$ cat src/core/mode_config_defs.svh
`ifndef MODE_CONFIG_DEFS_SVH
`define MODE_CONFIG_DEFS_SVH

// register byte addresses on the apb window (one word each)
`define ADDR_PARALLEL_MODE_SELECT     8'h00
`define ADDR_PARALLEL_FLOPPY_MUX      8'h04
`define ADDR_UART1_MODE_SELECT        8'h08
`define ADDR_UART2_MODE_SELECT        8'h0C
`define ADDR_INFRARED_OPTIONS         8'h10
`define ADDR_INFRARED_TURNAROUND_TIME 8'h14
`define ADDR_STATUS                   8'h18

// printed register index of each register inside its logical device
`define IDX_PARALLEL_MODE_SELECT      8'hF0
`define IDX_PARALLEL_FLOPPY_MUX       8'hF1
`define IDX_UART_MODE_SELECT          8'hF0
`define IDX_INFRARED_OPTIONS          8'hF1
`define IDX_INFRARED_TURNAROUND_TIME  8'hF2

// reset values
`define RST_PARALLEL_MODE_SELECT      8'h3C
`define RST_PARALLEL_FLOPPY_MUX       8'h00
`define RST_UART_MODE_SELECT          8'h00
`define RST_INFRARED_OPTIONS          8'h02
`define RST_INFRARED_TURNAROUND_TIME  8'h03

// writable bit masks, reserved bits stay zero
`define MASK_PARALLEL_MODE_SELECT     8'hFF
`define MASK_PARALLEL_FLOPPY_MUX      8'h03
`define MASK_UART1_MODE_SELECT        8'h83
`define MASK_UART2_MODE_SELECT        8'h03
`define MASK_INFRARED_OPTIONS         8'h7F

// field positions
`define BIT_PP_IRQ_TYPE               7
`define BIT_UART_MIDI                 0
`define BIT_UART_HIGH_SPEED           1
`define BIT_UART_SHARE_IRQ            7
`define BIT_IR_RX_POL                 0
`define BIT_IR_TX_POL                 1
`define BIT_IR_HALF_DUPLEX            2
`define BIT_IR_LOCATION               6

// timing: one blanking step is 100 us, clock is 10 MHz
`define STEP_TIME_US                  100
`define CLK_MHZ                       10
`define STEP_CYCLES                   (`STEP_TIME_US * `CLK_MHZ)
`define IRQ_PULSE_CYCLES              4

`endif

$ cat src/core/mode_config_pkg.sv
package mode_config_pkg;

	// parallel port mode field encodings
	typedef enum logic [2:0] {
		PP_SPP        = 3'b000,
		PP_EPP19      = 3'b001,
		PP_ECP        = 3'b010,
		PP_ECP_EPP19  = 3'b011,
		PP_PRINTER    = 3'b100,
		PP_EPP17      = 3'b101,
		PP_RESERVED   = 3'b110,
		PP_ECP_EPP17  = 3'b111
	} pp_mode_e;

	// infrared mode field encodings
	typedef enum logic [2:0] {
		IR_STANDARD   = 3'b000,
		IR_IRDA       = 3'b001,
		IR_ASK        = 3'b010,
		IR_RESERVED   = 3'b011
	} ir_mode_e;

	// floppy over parallel routing
	typedef enum logic [1:0] {
		FM_NORMAL     = 2'b00,
		FM_SPLIT      = 2'b01,
		FM_BOTH       = 2'b10,
		FM_UNUSED     = 2'b11
	} floppy_mux_e;

	// blanking sequencer states
	typedef enum logic [1:0] {
		BL_IDLE       = 2'b00,
		BL_TRANSMIT   = 2'b01,
		BL_HOLD       = 2'b10
	} blank_state_e;

endpackage

$ cat src/core/irq_pulse_gen.sv
`include "mode_config_defs.svh"

// turns a rising request edge into a fixed low pulse with high-z release
module irq_pulse_gen
	import mode_config_pkg::*;
(
	input  wire logic pclk,          // system clock
	input  wire logic presetn,       // async reset, active low
	input  wire logic req,           // interrupt source level
	output logic      pulse_active   // high while the low pulse is driven
);

	typedef struct packed {
		logic       req_d;
		logic [2:0] cnt;
	} pulse_s;

	pulse_s st_ff;
	pulse_s nxt_st;

	// count down a fixed pulse width after each rising edge of the source
	always_comb begin
		nxt_st       = st_ff;
		nxt_st.req_d = req;
		if (req && !st_ff.req_d) begin
			nxt_st.cnt = 3'(`IRQ_PULSE_CYCLES);
		end else if (st_ff.cnt != 3'h0) begin
			nxt_st.cnt = st_ff.cnt - 3'h1;
		end
	end

	always_ff @(posedge pclk or negedge presetn) begin
		if (!presetn) begin
			st_ff <= '0;
		end else begin
			st_ff <= nxt_st;
		end
	end

	assign pulse_active = (st_ff.cnt != 3'h0);
endmodule

$ cat src/core/ir_blank_timer.sv
`include "mode_config_defs.svh"

// receive blanking for half duplex infrared turnaround
module ir_blank_timer
	import mode_config_pkg::*;
(
	input  wire logic       pclk,         // system clock
	input  wire logic       presetn,      // async reset, active low
	input  wire logic       half_duplex,  // half duplex selected
	input  wire logic       tx_active,    // infrared transmitter busy
	input  wire logic [7:0] timeout,      // turnaround in 100 us steps
	output logic            rx_blank      // receiver blanked
);

	typedef struct packed {
		blank_state_e state;
		logic [9:0]   pre;
		logic [7:0]   steps;
	} blank_s;

	blank_s st_ff;
	blank_s nxt_st;

	localparam logic [9:0] STEP_LAST = 10'(`STEP_CYCLES - 1);

	// RL19 blanking after transmit
	always_comb begin
		nxt_st = st_ff;
		case (st_ff.state)
			BL_IDLE: begin
				if (half_duplex && tx_active) begin
					nxt_st.state = BL_TRANSMIT;
				end
			end
			BL_TRANSMIT: begin
				nxt_st.pre   = 10'h000;
				nxt_st.steps = timeout;
				if (!tx_active) begin
					nxt_st.state = (timeout == 8'h00) ? BL_IDLE : BL_HOLD;
				end
			end
			BL_HOLD: begin
				if (tx_active) begin
					nxt_st.state = BL_TRANSMIT;
				end else if (st_ff.pre == STEP_LAST) begin
					nxt_st.pre   = 10'h000;
					nxt_st.steps = st_ff.steps - 8'h01;
					if (st_ff.steps == 8'h01) begin
						nxt_st.state = BL_IDLE;
					end
				end else begin
					nxt_st.pre = st_ff.pre + 10'h001;
				end
			end
			default: begin
				nxt_st.state = BL_IDLE;
			end
		endcase
	end

	always_ff @(posedge pclk or negedge presetn) begin
		if (!presetn) begin
			st_ff <= '{state: BL_IDLE, pre: 10'h000, steps: 8'h00};
		end else begin
			st_ff <= nxt_st;
		end
	end

	// blank while transmitting, plus the tail; only in half duplex
	assign rx_blank = half_duplex && (tx_active || st_ff.state != BL_IDLE);
endmodule

$ cat src/core/mode_config_regs.sv
// Function
// RL1 - three-bit parallel mode, printer at reset
// RL2 - ecp fifo threshold bits 6:3, reset 0111
// RL3 - pulsed type drives low pulse, then high-z
// RL4 - level type follows nack in epp modes
// RL5 - type bit ignored in printer, spp
// RL6 - ecp, test, fifo modes give level request
// RL7 - mux 00 normal, 01 split drives
// RL8 - mux 10 puts both drives on parallel
// RL9 - uart bit 0 enables midi, reset clear
// RL10 - uart bit 1 enables high speed
// RL11 - share bit merges both uart requests
// RL12 - software gives one uart no request
// RL13 - shared with two pins drives both
// RL14 - ir receive, transmit polarity bits
// RL15 - ir bit 2 selects half duplex
// RL16 - ir mode field standard, irda, ask
// RL17 - ir bit 6 picks alternate pins
// RL18 - turnaround register, 100 us steps, reset 03
// RL19 - zero blanks only during transmit
// RL20 - software writes zero to reserved bits
// RL21 - defaults only on hard reset
`include "mode_config_defs.svh"

module mode_config_regs
	import mode_config_pkg::*;
(
	input  wire logic        pclk,                      // apb clock, 10 MHz
	input  wire logic        presetn,                   // hard reset, active low
	input  wire logic        psel,                      // apb select
	input  wire logic        penable,                   // apb access phase
	input  wire logic        pwrite,                    // apb write
	input  wire logic [7:0]  paddr,                     // apb byte address
	input  wire logic [31:0] pwdata,                    // apb write data
	output logic      [31:0] prdata,                    // apb read data
	output logic             pready,                    // apb ready
	output logic             pslverr,                   // apb error
	input  wire logic        pp_ack_n,                  // printer acknowledge, active low
	input  wire logic        pp_event,                  // parallel port interrupt event
	output logic             pp_irq_o,                  // parallel request output value
	output logic             pp_irq_oe,                 // parallel request output enable
	output logic      [2:0]  pp_mode,                   // parallel port mode
	output logic      [3:0]  ecp_fifo_threshold,        // ecp fifo threshold
	output logic             floppy_over_parallel_select, // floppy on parallel pins
	output logic             split_drive_routing,       // drive 0 fdc, drive 1 parallel
	output logic             both_drives_on_parallel,   // both drives on parallel
	output logic      [1:0]  uart_midi_en,              // per uart midi enable
	output logic      [1:0]  uart_high_speed_en,        // per uart high speed
	input  wire logic [1:0]  uart_irq_in,               // per uart interrupt
	input  wire logic [1:0]  uart_irq_pin_assigned,     // uart has a request pin
	output logic      [1:0]  uart_irq_out,              // per uart request pin
	input  wire logic        ir_tx_data,                // infrared transmit bit
	input  wire logic        ir_tx_active,              // infrared transmitter busy
	output logic             second_uart_transmit_pin,  // ir transmit on uart 2 pin
	output logic             alternate_infrared_transmit_pin, // ir transmit alternate pin
	input  wire logic        second_uart_receive_pin,   // ir receive on uart 2 pin
	input  wire logic        alternate_infrared_receive_pin,  // ir receive alternate pin
	output logic             ir_rx_data,                // receive bit, active high
	output logic      [2:0]  ir_mode                    // infrared mode
);

	typedef struct packed {
		logic [7:0]  pp_mode_sel;
		logic [7:0]  pp_floppy;
		logic [7:0]  uart1_mode;
		logic [7:0]  uart2_mode;
		logic [7:0]  ir_opt;
		logic [7:0]  ir_time;
		logic [31:0] rdata;
	} regs_s;

	regs_s st_ff;
	regs_s nxt_st;

	logic wr_en;
	logic rd_en;
	logic addr_hit;
	logic pp_pulse;
	logic ir_blank;
	logic level_irq;
	logic pulsed_type;
	pp_mode_e mode_e;

	assign wr_en = psel && penable && pwrite;
	assign rd_en = psel && !penable && !pwrite;

	// address decode; unmapped answers with pslverr
	always_comb begin
		case (paddr)
			`ADDR_PARALLEL_MODE_SELECT,
			`ADDR_PARALLEL_FLOPPY_MUX,
			`ADDR_UART1_MODE_SELECT,
			`ADDR_UART2_MODE_SELECT,
			`ADDR_INFRARED_OPTIONS,
			`ADDR_INFRARED_TURNAROUND_TIME,
			`ADDR_STATUS: addr_hit = 1'b1;
			default: addr_hit = 1'b0;
		endcase
	end

	// zero wait states; error only on unmapped access
	assign pready  = 1'b1;
	assign pslverr = psel && penable && !addr_hit;
	assign prdata  = st_ff.rdata;

	// register writes, masked so reserved bits read zero
	always_comb begin
		nxt_st = st_ff;
		if (wr_en) begin
			case (paddr)
				`ADDR_PARALLEL_MODE_SELECT: begin
					// RL1 RL2 mode and threshold
					nxt_st.pp_mode_sel = pwdata[7:0] & `MASK_PARALLEL_MODE_SELECT;
				end
				`ADDR_PARALLEL_FLOPPY_MUX: begin
					nxt_st.pp_floppy = pwdata[7:0] & `MASK_PARALLEL_FLOPPY_MUX;
				end
				`ADDR_UART1_MODE_SELECT: begin
					nxt_st.uart1_mode = pwdata[7:0] & `MASK_UART1_MODE_SELECT;
				end
				`ADDR_UART2_MODE_SELECT: begin
					nxt_st.uart2_mode = pwdata[7:0] & `MASK_UART2_MODE_SELECT;
				end
				`ADDR_INFRARED_OPTIONS: begin
					nxt_st.ir_opt = pwdata[7:0] & `MASK_INFRARED_OPTIONS;
				end
				`ADDR_INFRARED_TURNAROUND_TIME: begin
					// RL18 full eight-bit timeout
					nxt_st.ir_time = pwdata[7:0];
				end
				default: begin
				end
			endcase
		end
		// read data captured in setup so it stands during access
		if (rd_en) begin
			case (paddr)
				`ADDR_PARALLEL_MODE_SELECT:     nxt_st.rdata = {24'h00_0000, st_ff.pp_mode_sel};
				`ADDR_PARALLEL_FLOPPY_MUX:      nxt_st.rdata = {24'h00_0000, st_ff.pp_floppy};
				`ADDR_UART1_MODE_SELECT:        nxt_st.rdata = {24'h00_0000, st_ff.uart1_mode};
				`ADDR_UART2_MODE_SELECT:        nxt_st.rdata = {24'h00_0000, st_ff.uart2_mode};
				`ADDR_INFRARED_OPTIONS:         nxt_st.rdata = {24'h00_0000, st_ff.ir_opt};
				`ADDR_INFRARED_TURNAROUND_TIME: nxt_st.rdata = {24'h00_0000, st_ff.ir_time};
				`ADDR_STATUS: nxt_st.rdata = {28'h000_0000, ir_blank, pp_pulse, uart_irq_out};
				default:                        nxt_st.rdata = 32'h0000_0000;
			endcase
		end
	end

	// RL21 only the hard reset pin restores defaults
	always_ff @(posedge pclk or negedge presetn) begin
		if (!presetn) begin
			st_ff <= '{pp_mode_sel: `RST_PARALLEL_MODE_SELECT,
			           pp_floppy:   `RST_PARALLEL_FLOPPY_MUX,
			           uart1_mode:  `RST_UART_MODE_SELECT,
			           uart2_mode:  `RST_UART_MODE_SELECT,
			           ir_opt:      `RST_INFRARED_OPTIONS,
			           ir_time:     `RST_INFRARED_TURNAROUND_TIME,
			           rdata:       32'h0000_0000};
		end else begin
			st_ff <= nxt_st;
		end
	end

	// RL1 RL2 field outputs
	assign pp_mode            = st_ff.pp_mode_sel[2:0];
	assign ecp_fifo_threshold = st_ff.pp_mode_sel[6:3];
	assign mode_e             = pp_mode_e'(st_ff.pp_mode_sel[2:0]);

	// RL5 type bit has no effect in printer or spp
	assign pulsed_type = st_ff.pp_mode_sel[`BIT_PP_IRQ_TYPE]
	                     && mode_e != PP_PRINTER && mode_e != PP_SPP;

	// RL6 ecp, test and fifo-like modes use a level from the port
	// RL4 otherwise the request follows acknowledge
	always_comb begin
		case (mode_e)
			PP_ECP, PP_ECP_EPP19, PP_ECP_EPP17, PP_RESERVED: level_irq = pp_event;
			default: level_irq = !pp_ack_n;
		endcase
	end

	// RL3 pulsed request generator
	irq_pulse_gen u_pulse (
		.pclk         (pclk),
		.presetn      (presetn),
		.req          (level_irq),
		.pulse_active (pp_pulse)
	);

	// RL3 low pulse then high-z; level type drives the level
	assign pp_irq_o  = pulsed_type ? 1'b0 : level_irq;
	assign pp_irq_oe = pulsed_type ? pp_pulse : 1'b1;

	// RL7 RL8 floppy routing decode
	assign floppy_over_parallel_select = st_ff.pp_floppy[1:0] != FM_NORMAL;
	assign split_drive_routing         = st_ff.pp_floppy[1:0] == FM_SPLIT;
	assign both_drives_on_parallel     = st_ff.pp_floppy[1:0] == FM_BOTH;

	// RL9 RL10 per uart enables
	assign uart_midi_en       = {st_ff.uart2_mode[`BIT_UART_MIDI],
	                             st_ff.uart1_mode[`BIT_UART_MIDI]};
	assign uart_high_speed_en = {st_ff.uart2_mode[`BIT_UART_HIGH_SPEED],
	                             st_ff.uart1_mode[`BIT_UART_HIGH_SPEED]};

	// RL11 RL13 shared request drives every assigned pin; RL12 kept by software
	genvar gi;
	generate
		for (gi = 0; gi < 2; gi++) begin : g_uart_irq
			assign uart_irq_out[gi] = st_ff.uart1_mode[`BIT_UART_SHARE_IRQ]
			                          ? (|uart_irq_in) && uart_irq_pin_assigned[gi]
			                          : uart_irq_in[gi] && uart_irq_pin_assigned[gi];
		end
	endgenerate

	// RL16 infrared mode field
	assign ir_mode = st_ff.ir_opt[5:3];

	// RL15 RL19 receive blanking
	ir_blank_timer u_blank (
		.pclk        (pclk),
		.presetn     (presetn),
		.half_duplex (st_ff.ir_opt[`BIT_IR_HALF_DUPLEX]),
		.tx_active   (ir_tx_active),
		.timeout     (st_ff.ir_time),
		.rx_blank    (ir_blank)
	);

	// RL14 RL17 polarity and pin location; idle pin shows inactive level
	logic tx_line;
	logic rx_raw;
	assign tx_line = ir_tx_data ^ st_ff.ir_opt[`BIT_IR_TX_POL];
	assign second_uart_transmit_pin =
		st_ff.ir_opt[`BIT_IR_LOCATION] ? st_ff.ir_opt[`BIT_IR_TX_POL] : tx_line;
	assign alternate_infrared_transmit_pin =
		st_ff.ir_opt[`BIT_IR_LOCATION] ? tx_line : st_ff.ir_opt[`BIT_IR_TX_POL];
	assign rx_raw = st_ff.ir_opt[`BIT_IR_LOCATION] ? alternate_infrared_receive_pin
	                                               : second_uart_receive_pin;
	assign ir_rx_data = !ir_blank && (rx_raw ^ st_ff.ir_opt[`BIT_IR_RX_POL]);
endmodule

$ cat config.mk
export PLATFORM = sky130hd
export DESIGN_NAME = mode_config_regs
export DESIGN_NICKNAME = d
export VERILOG_FILES = /design/src/core/mode_config_pkg.sv /design/src/core/irq_pulse_gen.sv /design/src/core/ir_blank_timer.sv /design/src/core/mode_config_regs.sv
export VERILOG_INCLUDE_DIRS = /design/src /design/src/core
export SDC_FILE = /design/constraint.sdc
export NUM_CORES = 1
export LEC_CHECK = 0
export ABC_CLOCK_PERIOD_IN_PS = 4800
export BUFFER_PORTS_ARGS = -buffer_cell sky130_fd_sc_hd__buf_2
export CAP_MARGIN = 20
export CORE_MARGIN = 2
export CORE_UTILIZATION = 56
export CTS_CLUSTER_DIAMETER = 50
export DETAILED_ROUTE_END_ITERATION = 8
export PLACE_DENSITY = 0.95
export SYNTH_ARGS = -nofsm -noshare
export SYNTH_HDL_FRONTEND = slang
export SYNTH_HIERARCHICAL = 1
export SYNTH_SLANG_ARGS = --single-unit
$ cat constraint.sdc
create_clock -name pclk -period 4.8 [get_ports pclk]
set_input_delay 0.48 -clock pclk [delete_from_list [all_inputs] [get_ports pclk]]
set_output_delay 0.48 -clock pclk [all_outputs]
set_load 0.02 [all_outputs]
# After elaboration in Yosys (flattened, before gate mapping)
# Cells that the tools add are included.
dict set report word_totals {
  reg_bits 86
}
dict set report op_classes {
  n_eq_ne 23
  bitwise 2
  n_mux 23
  addsub 3
  n_reduce_logical 43
}
# cell n
set op_table {}
lappend op_table {{8-bit case mux with 7 select lines} 1}
lappend op_table {{18-bit case mux with 2 select lines} 1}
lappend op_table {{8-bit by 5-bit equality test with 1-bit output (second input constant)} 3}
lappend op_table {{18-bit two-way mux} 1}
lappend op_table {{8-bit by 4-bit equality test with 1-bit output (second input constant)} 2}
lappend op_table {{8-bit zero test} 2}
lappend op_table {{1-bit logical AND} 15}
lappend op_table {{2-bit AND reduction} 7}
lappend op_table {{2-bit two-way mux} 6}
lappend op_table {{10-bit by 1-bit adder with 10-bit output (second input constant)} 1}
lappend op_table {{10-bit equality test (second input constant)} 1}
lappend op_table {{10-bit two-way mux} 1}
lappend op_table {{1-bit two-way mux} 9}
lappend op_table {{8-bit by 1-bit equality test with 1-bit output (second input constant)} 1}
lappend op_table {{8-bit by 3-bit equality test with 1-bit output (second input constant)} 1}
lappend op_table {{8-bit two-way mux} 1}
lappend op_table {{2-bit nonzero test} 4}
lappend op_table {{8-bit by 1-bit subtractor with 8-bit output (second input constant)} 1}
lappend op_table {{7-bit OR reduction} 1}
lappend op_table {{3-bit by 2-bit equality test with 1-bit output (second input constant)} 2}
lappend op_table {{3-bit equality test (second input constant)} 2}
lappend op_table {{1-bit zero test} 6}
lappend op_table {{3-bit two-way mux} 2}
lappend op_table {{3-bit by 2-bit inequality test with 1-bit output (second input constant)} 2}
lappend op_table {{15 further kinds} 21}

# Depth between registers and ports, before layout
dict set report depth {
  depth_word 5
  depth_mapped 6
  ltp_nobuf 6
}

# By module
# The synthesis kept the hierarchy.
# mod cells_per_inst area_per_inst_um2 n_inst
set modules_own_cells {}
lappend modules_own_cells {mode_config_regs 219 2299.7 1}
lappend modules_own_cells {ir_blank_timer 142 1302.5 1}
lappend modules_own_cells {irq_pulse_gen 17 197.7 1}

# Worst setup path before layout
# Ideal clock, no wire load.
dict set report synth_path {
  path_kind {input to register}
  startpoint {input paddr[5]}
  endpoint {register st_ff (netlist bit ecp_fifo_threshold[3])}
  setup_time_ps 125
  t_arrival_ps 2030
  path_buffers 0
  setup_slack_ps 2645
  cell_stages 4
  required_time_ps 4675
  cell_sequence {or3_4 -> or4_4 -> nor3_4 -> mux2_2}
}
dict set report synth_via {
  elab_chain_cells 2
}
# item line
set synth_rtl {}
lappend synth_rtl {{from (decl)} mode_config_regs.sv:33} ;# input wire logic [7:0] paddr,
lappend synth_rtl {{8-bit zero test} mode_config_regs.sv:110} ;# case (paddr)
lappend synth_rtl {{2-bit AND reduction (no source line)} n/a}
lappend synth_rtl {{to (signal assigned)} mode_config_regs.sv:153} ;# st_ff <= '{pp_mode_sel: `RST_PARALLEL_MODE_SELECT,
lappend synth_rtl {{to (signal assigned)} mode_config_regs.sv:161} ;# st_ff <= nxt_st;
lappend synth_rtl {{to (decl)} mode_config_regs.sv:72} ;# regs_s st_ff;
# Every way passes these cells.
# A chain may end at the register's enable or synchronous reset.

# Worst setup path after layout
dict set report layout_path {
  startpoint {register u_blank/st_ff[9] (netlist bit)}
  endpoint {register u_blank/st_ff[7] (netlist bit)}
}
dict set report layout_via {
  elab_chain_cells 3
}
# item line
set layout_rtl {}
lappend layout_rtl {{from (decl)} ir_blank_timer.sv:21} ;# blank_s st_ff;
lappend layout_rtl {{from (signal assigned)} ir_blank_timer.sv:63} ;# st_ff <= '{state: BL_IDLE, pre: 10'h000, steps: 8'h00};
lappend layout_rtl {{from (signal assigned)} ir_blank_timer.sv:65} ;# st_ff <= nxt_st;
lappend layout_rtl {{10-bit equality test} ir_blank_timer.sv:45} ;# end else if (st_ff.pre == STEP_LAST) begin
lappend layout_rtl {{2-bit by 1-bit inequality test with 1-bit output (no source line)} n/a}
lappend layout_rtl {{3-bit AND reduction (no source line)} n/a}
# Every way passes these cells.

==> metrics <==
post-CTS setup buffer count=0; Hold Crit Class=in -> async; hpwl dp=between 5000 and 6000 um; P_sw=378 uW; Synth cell types=67; IO Pins=around 110; Gates resized, CTS repair=0; share of layout cells above drive strength 1=33.3%; Combinational Power Share=around 16%; number of flops mapped to enable cells by yosys=0; clock network fraction of total power=between 30% and 40%; final setup vio count=0; vias in the first global route=approximately 2,800; DIE AREA=around 0.0075 sq mm; Util after Layout=between 60% and 70%; top-count cell post-synth=dfrtp_1; YS warnings=6; final hold vios=0; clock buffer depth=2; status=completed; # rows=30; RSZ-0062 raised after global routing=no; Worst-Skew Late Latency=roughly 350 ps; Die Span Y=about 86 um; Routed Antenna Nets=0; GR Overflow Total=0; Peak VDD IR=approximately 280 uV; period utilization=roughly half; Sink Count=62; DRC viols=0; crit path max fanout=14; Max-Slew Margin vs Limit=between 30% and 40%; DRT iter0 DRCs=a little under 300; Synth top cells by count=dfrtp_1, buf_4, mux2_2; async set-reset flop share out of synthesis=between 90% and 100%; GP Congestion=around 0.89; core area=0.00668 sq mm; flop2flop setup slack=2400 ps; Post-Synthesis Cells=~380; drt pass-1 iters=5; Ant. Diodes=0; Cell Int Power=approximately 960 uW; Vias/cell=about 6.0; Pwr Density=325 mW/mm^2; switch share=approximately 28%; Worst-Margin Slew=about 920 ps; CTS tree=done; TritonCTS buffer count=9; All-Layer GR Usage=about a quarter; worst reg2reg path startpoint=u_blank/st_ff[9]; total negative slack=0 ps; die width=between 80 and 90 um; fmax=approximately 0.42 GHz; Final Skew=10.5 ps; first-pass GRT wire length=between 10,000 and 15,000 um; antenna violations before repair=0; Worst-path clk slew=about 70 ps; root buffer cell=clkbuf_8; # nets final=~480; crit path DAT=~2700 ps; total wire length=around 8400 um; Seq/Total Area, Yosys=41.1%; maxcap violations=0; crit path kind=reg -> reg; cell area after synthesis=roughly 0.0038 sq mm; Critical Path Sink Type=flip-flop; CP startpoint kind=flip-flop; Layout area overhead=8.10%; R2R Path End=u_blank/st_ff[7]; Flop pwr share=a little under half; CTS hold repair buffers=0; # H-tree levels=3; prevailing post-synth register cell=dfrtp_1; WP data required=around 5100 ps; Starting Density=a little under three fifths; static leakage=2.00 nW; Yosys reg bits=62; r2r worst-path depth=5; top post-synthesis cells by area=dfrtp_1, mux2_2, buf_4; Syn Area/Cell=around 10 sq um; vias=roughly 3,000; largest net degree at the start of global routing=63; Pins Over Slew Limit=0; Final Critical Period=approximately 2400 ps; IO Port Bufs=63; Yosys top cell area share=36.2%; Synth area leader=dfrtp_1; WL per Instance=between 15 and 20 um
[cell families after synthesis]
| family | synth area share [%] |
|---|---|
| buffers and inverters | 12.0 |
| AOI/OAI and AO/OA | 13.9 |
| and+or+nand+nor | 17.3 |
| other | 0.198 |
| muxes | 12.8 |
| adders and majority gates | 1.65 |
| xor gates and xnor gates | 1.15 |
| DFF | 41.1 |
[per-layer routing]
metal / vias to the layer above / global-route usage [%] / part of all wire, %
met5: - / 0 / 0
li1: 1359 / - / -
met3: 25 / 6.38 / 7.3
met1: 1462 / 29.3 / 40
met4: 0 / 9.38 / 2.9
met2: 152 / 38.1 / 50
[power by group through the flow]
stage | Clock [mW] | Sequential (mW) | Combinational, mW
6_report | 0.511 | 0.610 | 0.214
4_1_cts | 0.513 | 0.608 | 0.214
3_5_place_dp | 0 | 0.617 | 0.211
2_1_floorplan | 0 | 0.605 | 0.175
5_1_grt | 0.533 | 0.616 | 0.235
3_3_place_gp | 0 | 0.613 | 0.198
[worst max-delay path by stage]
stage	start	end	slack [ps]	depth (start not counted)
after floorplan	paddr[5]	ecp_fifo_threshold[3]	2650	4
after global placement	paddr[5]	ecp_fifo_threshold[3]	2370	5
after detailed placement	paddr[5]	ecp_fifo_threshold[3]	2320	5
after CTS	u_blank/st_ff[9]	u_blank/st_ff[7]	2450	5
after global routing	u_blank/st_ff[9]	u_blank/st_ff[7]	2280	5
final	u_blank/st_ff[9]	u_blank/st_ff[7]	2400	5
[stage by stage]
step                      worst slack (ps)  hold WS (ps)  instance area [sq um]  total power, mW  std cells
final                                 2400           286                   4110             1.34        501
after global routing                  2280           356                   4110             1.38        501
after global placement                2370           460                   3880            0.811        484
after floorplan                       2650           184                   3890            0.780        401
after CTS                             2450           317                   4100             1.33        500
after detailed placement              2320           459                   3880            0.828        484
[placed cells by master, fill, tap and decap left out, drive strengths merged, types with 3 or more instances in the layout]
cell type	n
a21boi	3
or3	4
mux2i	8
a21oi	16
inv	8
ha	5
a22o	4
nor3b	3
nand2b	7
a31oi	5
nor3	7
dfrtp	55
nand3	19
o22ai	3
nor2	18
nor4	4
clkbuf	13
dfstp	7
o211ai	3
buf	65
a211oi	3
conb	25
nand2	31
nand4	5
nor2b	9
o21ai	16
xnor2	4
mux2	34
[registers in the layout (all words and copies together) (netlist names)]
signal	cells
uart_midi_en	2
ecp_fifo_threshold	4
u_blank/st_ff	20
st_ff	16
u_pulse/st_ff	4
pp_mode	3
uart_high_speed_en	2
prdata	8
ir_mode	3
[critical path: stages (launching register included)]
cell and delay (ps):
dfrtp_1 430, ha_1 320, nand4b_1 260, o41ai_4 880
a21boi_2 310, a2bb2oi_2 150
[area by class of cell]
class | instances | area [sq um]
Fill cell | 504 | 2570
Multi-Input combinational cell | 270 | 1870
Sequential cell | 62 | 1560
Timing Repair Buffer | 65 | 330
Clock buffer | 13 | 149
Tap cell | 80 | 100
Clock inverter | 3 | 67.6
Inverter | 8 | 30.0
Note: power is estimated with default switching activity, not from simulation.
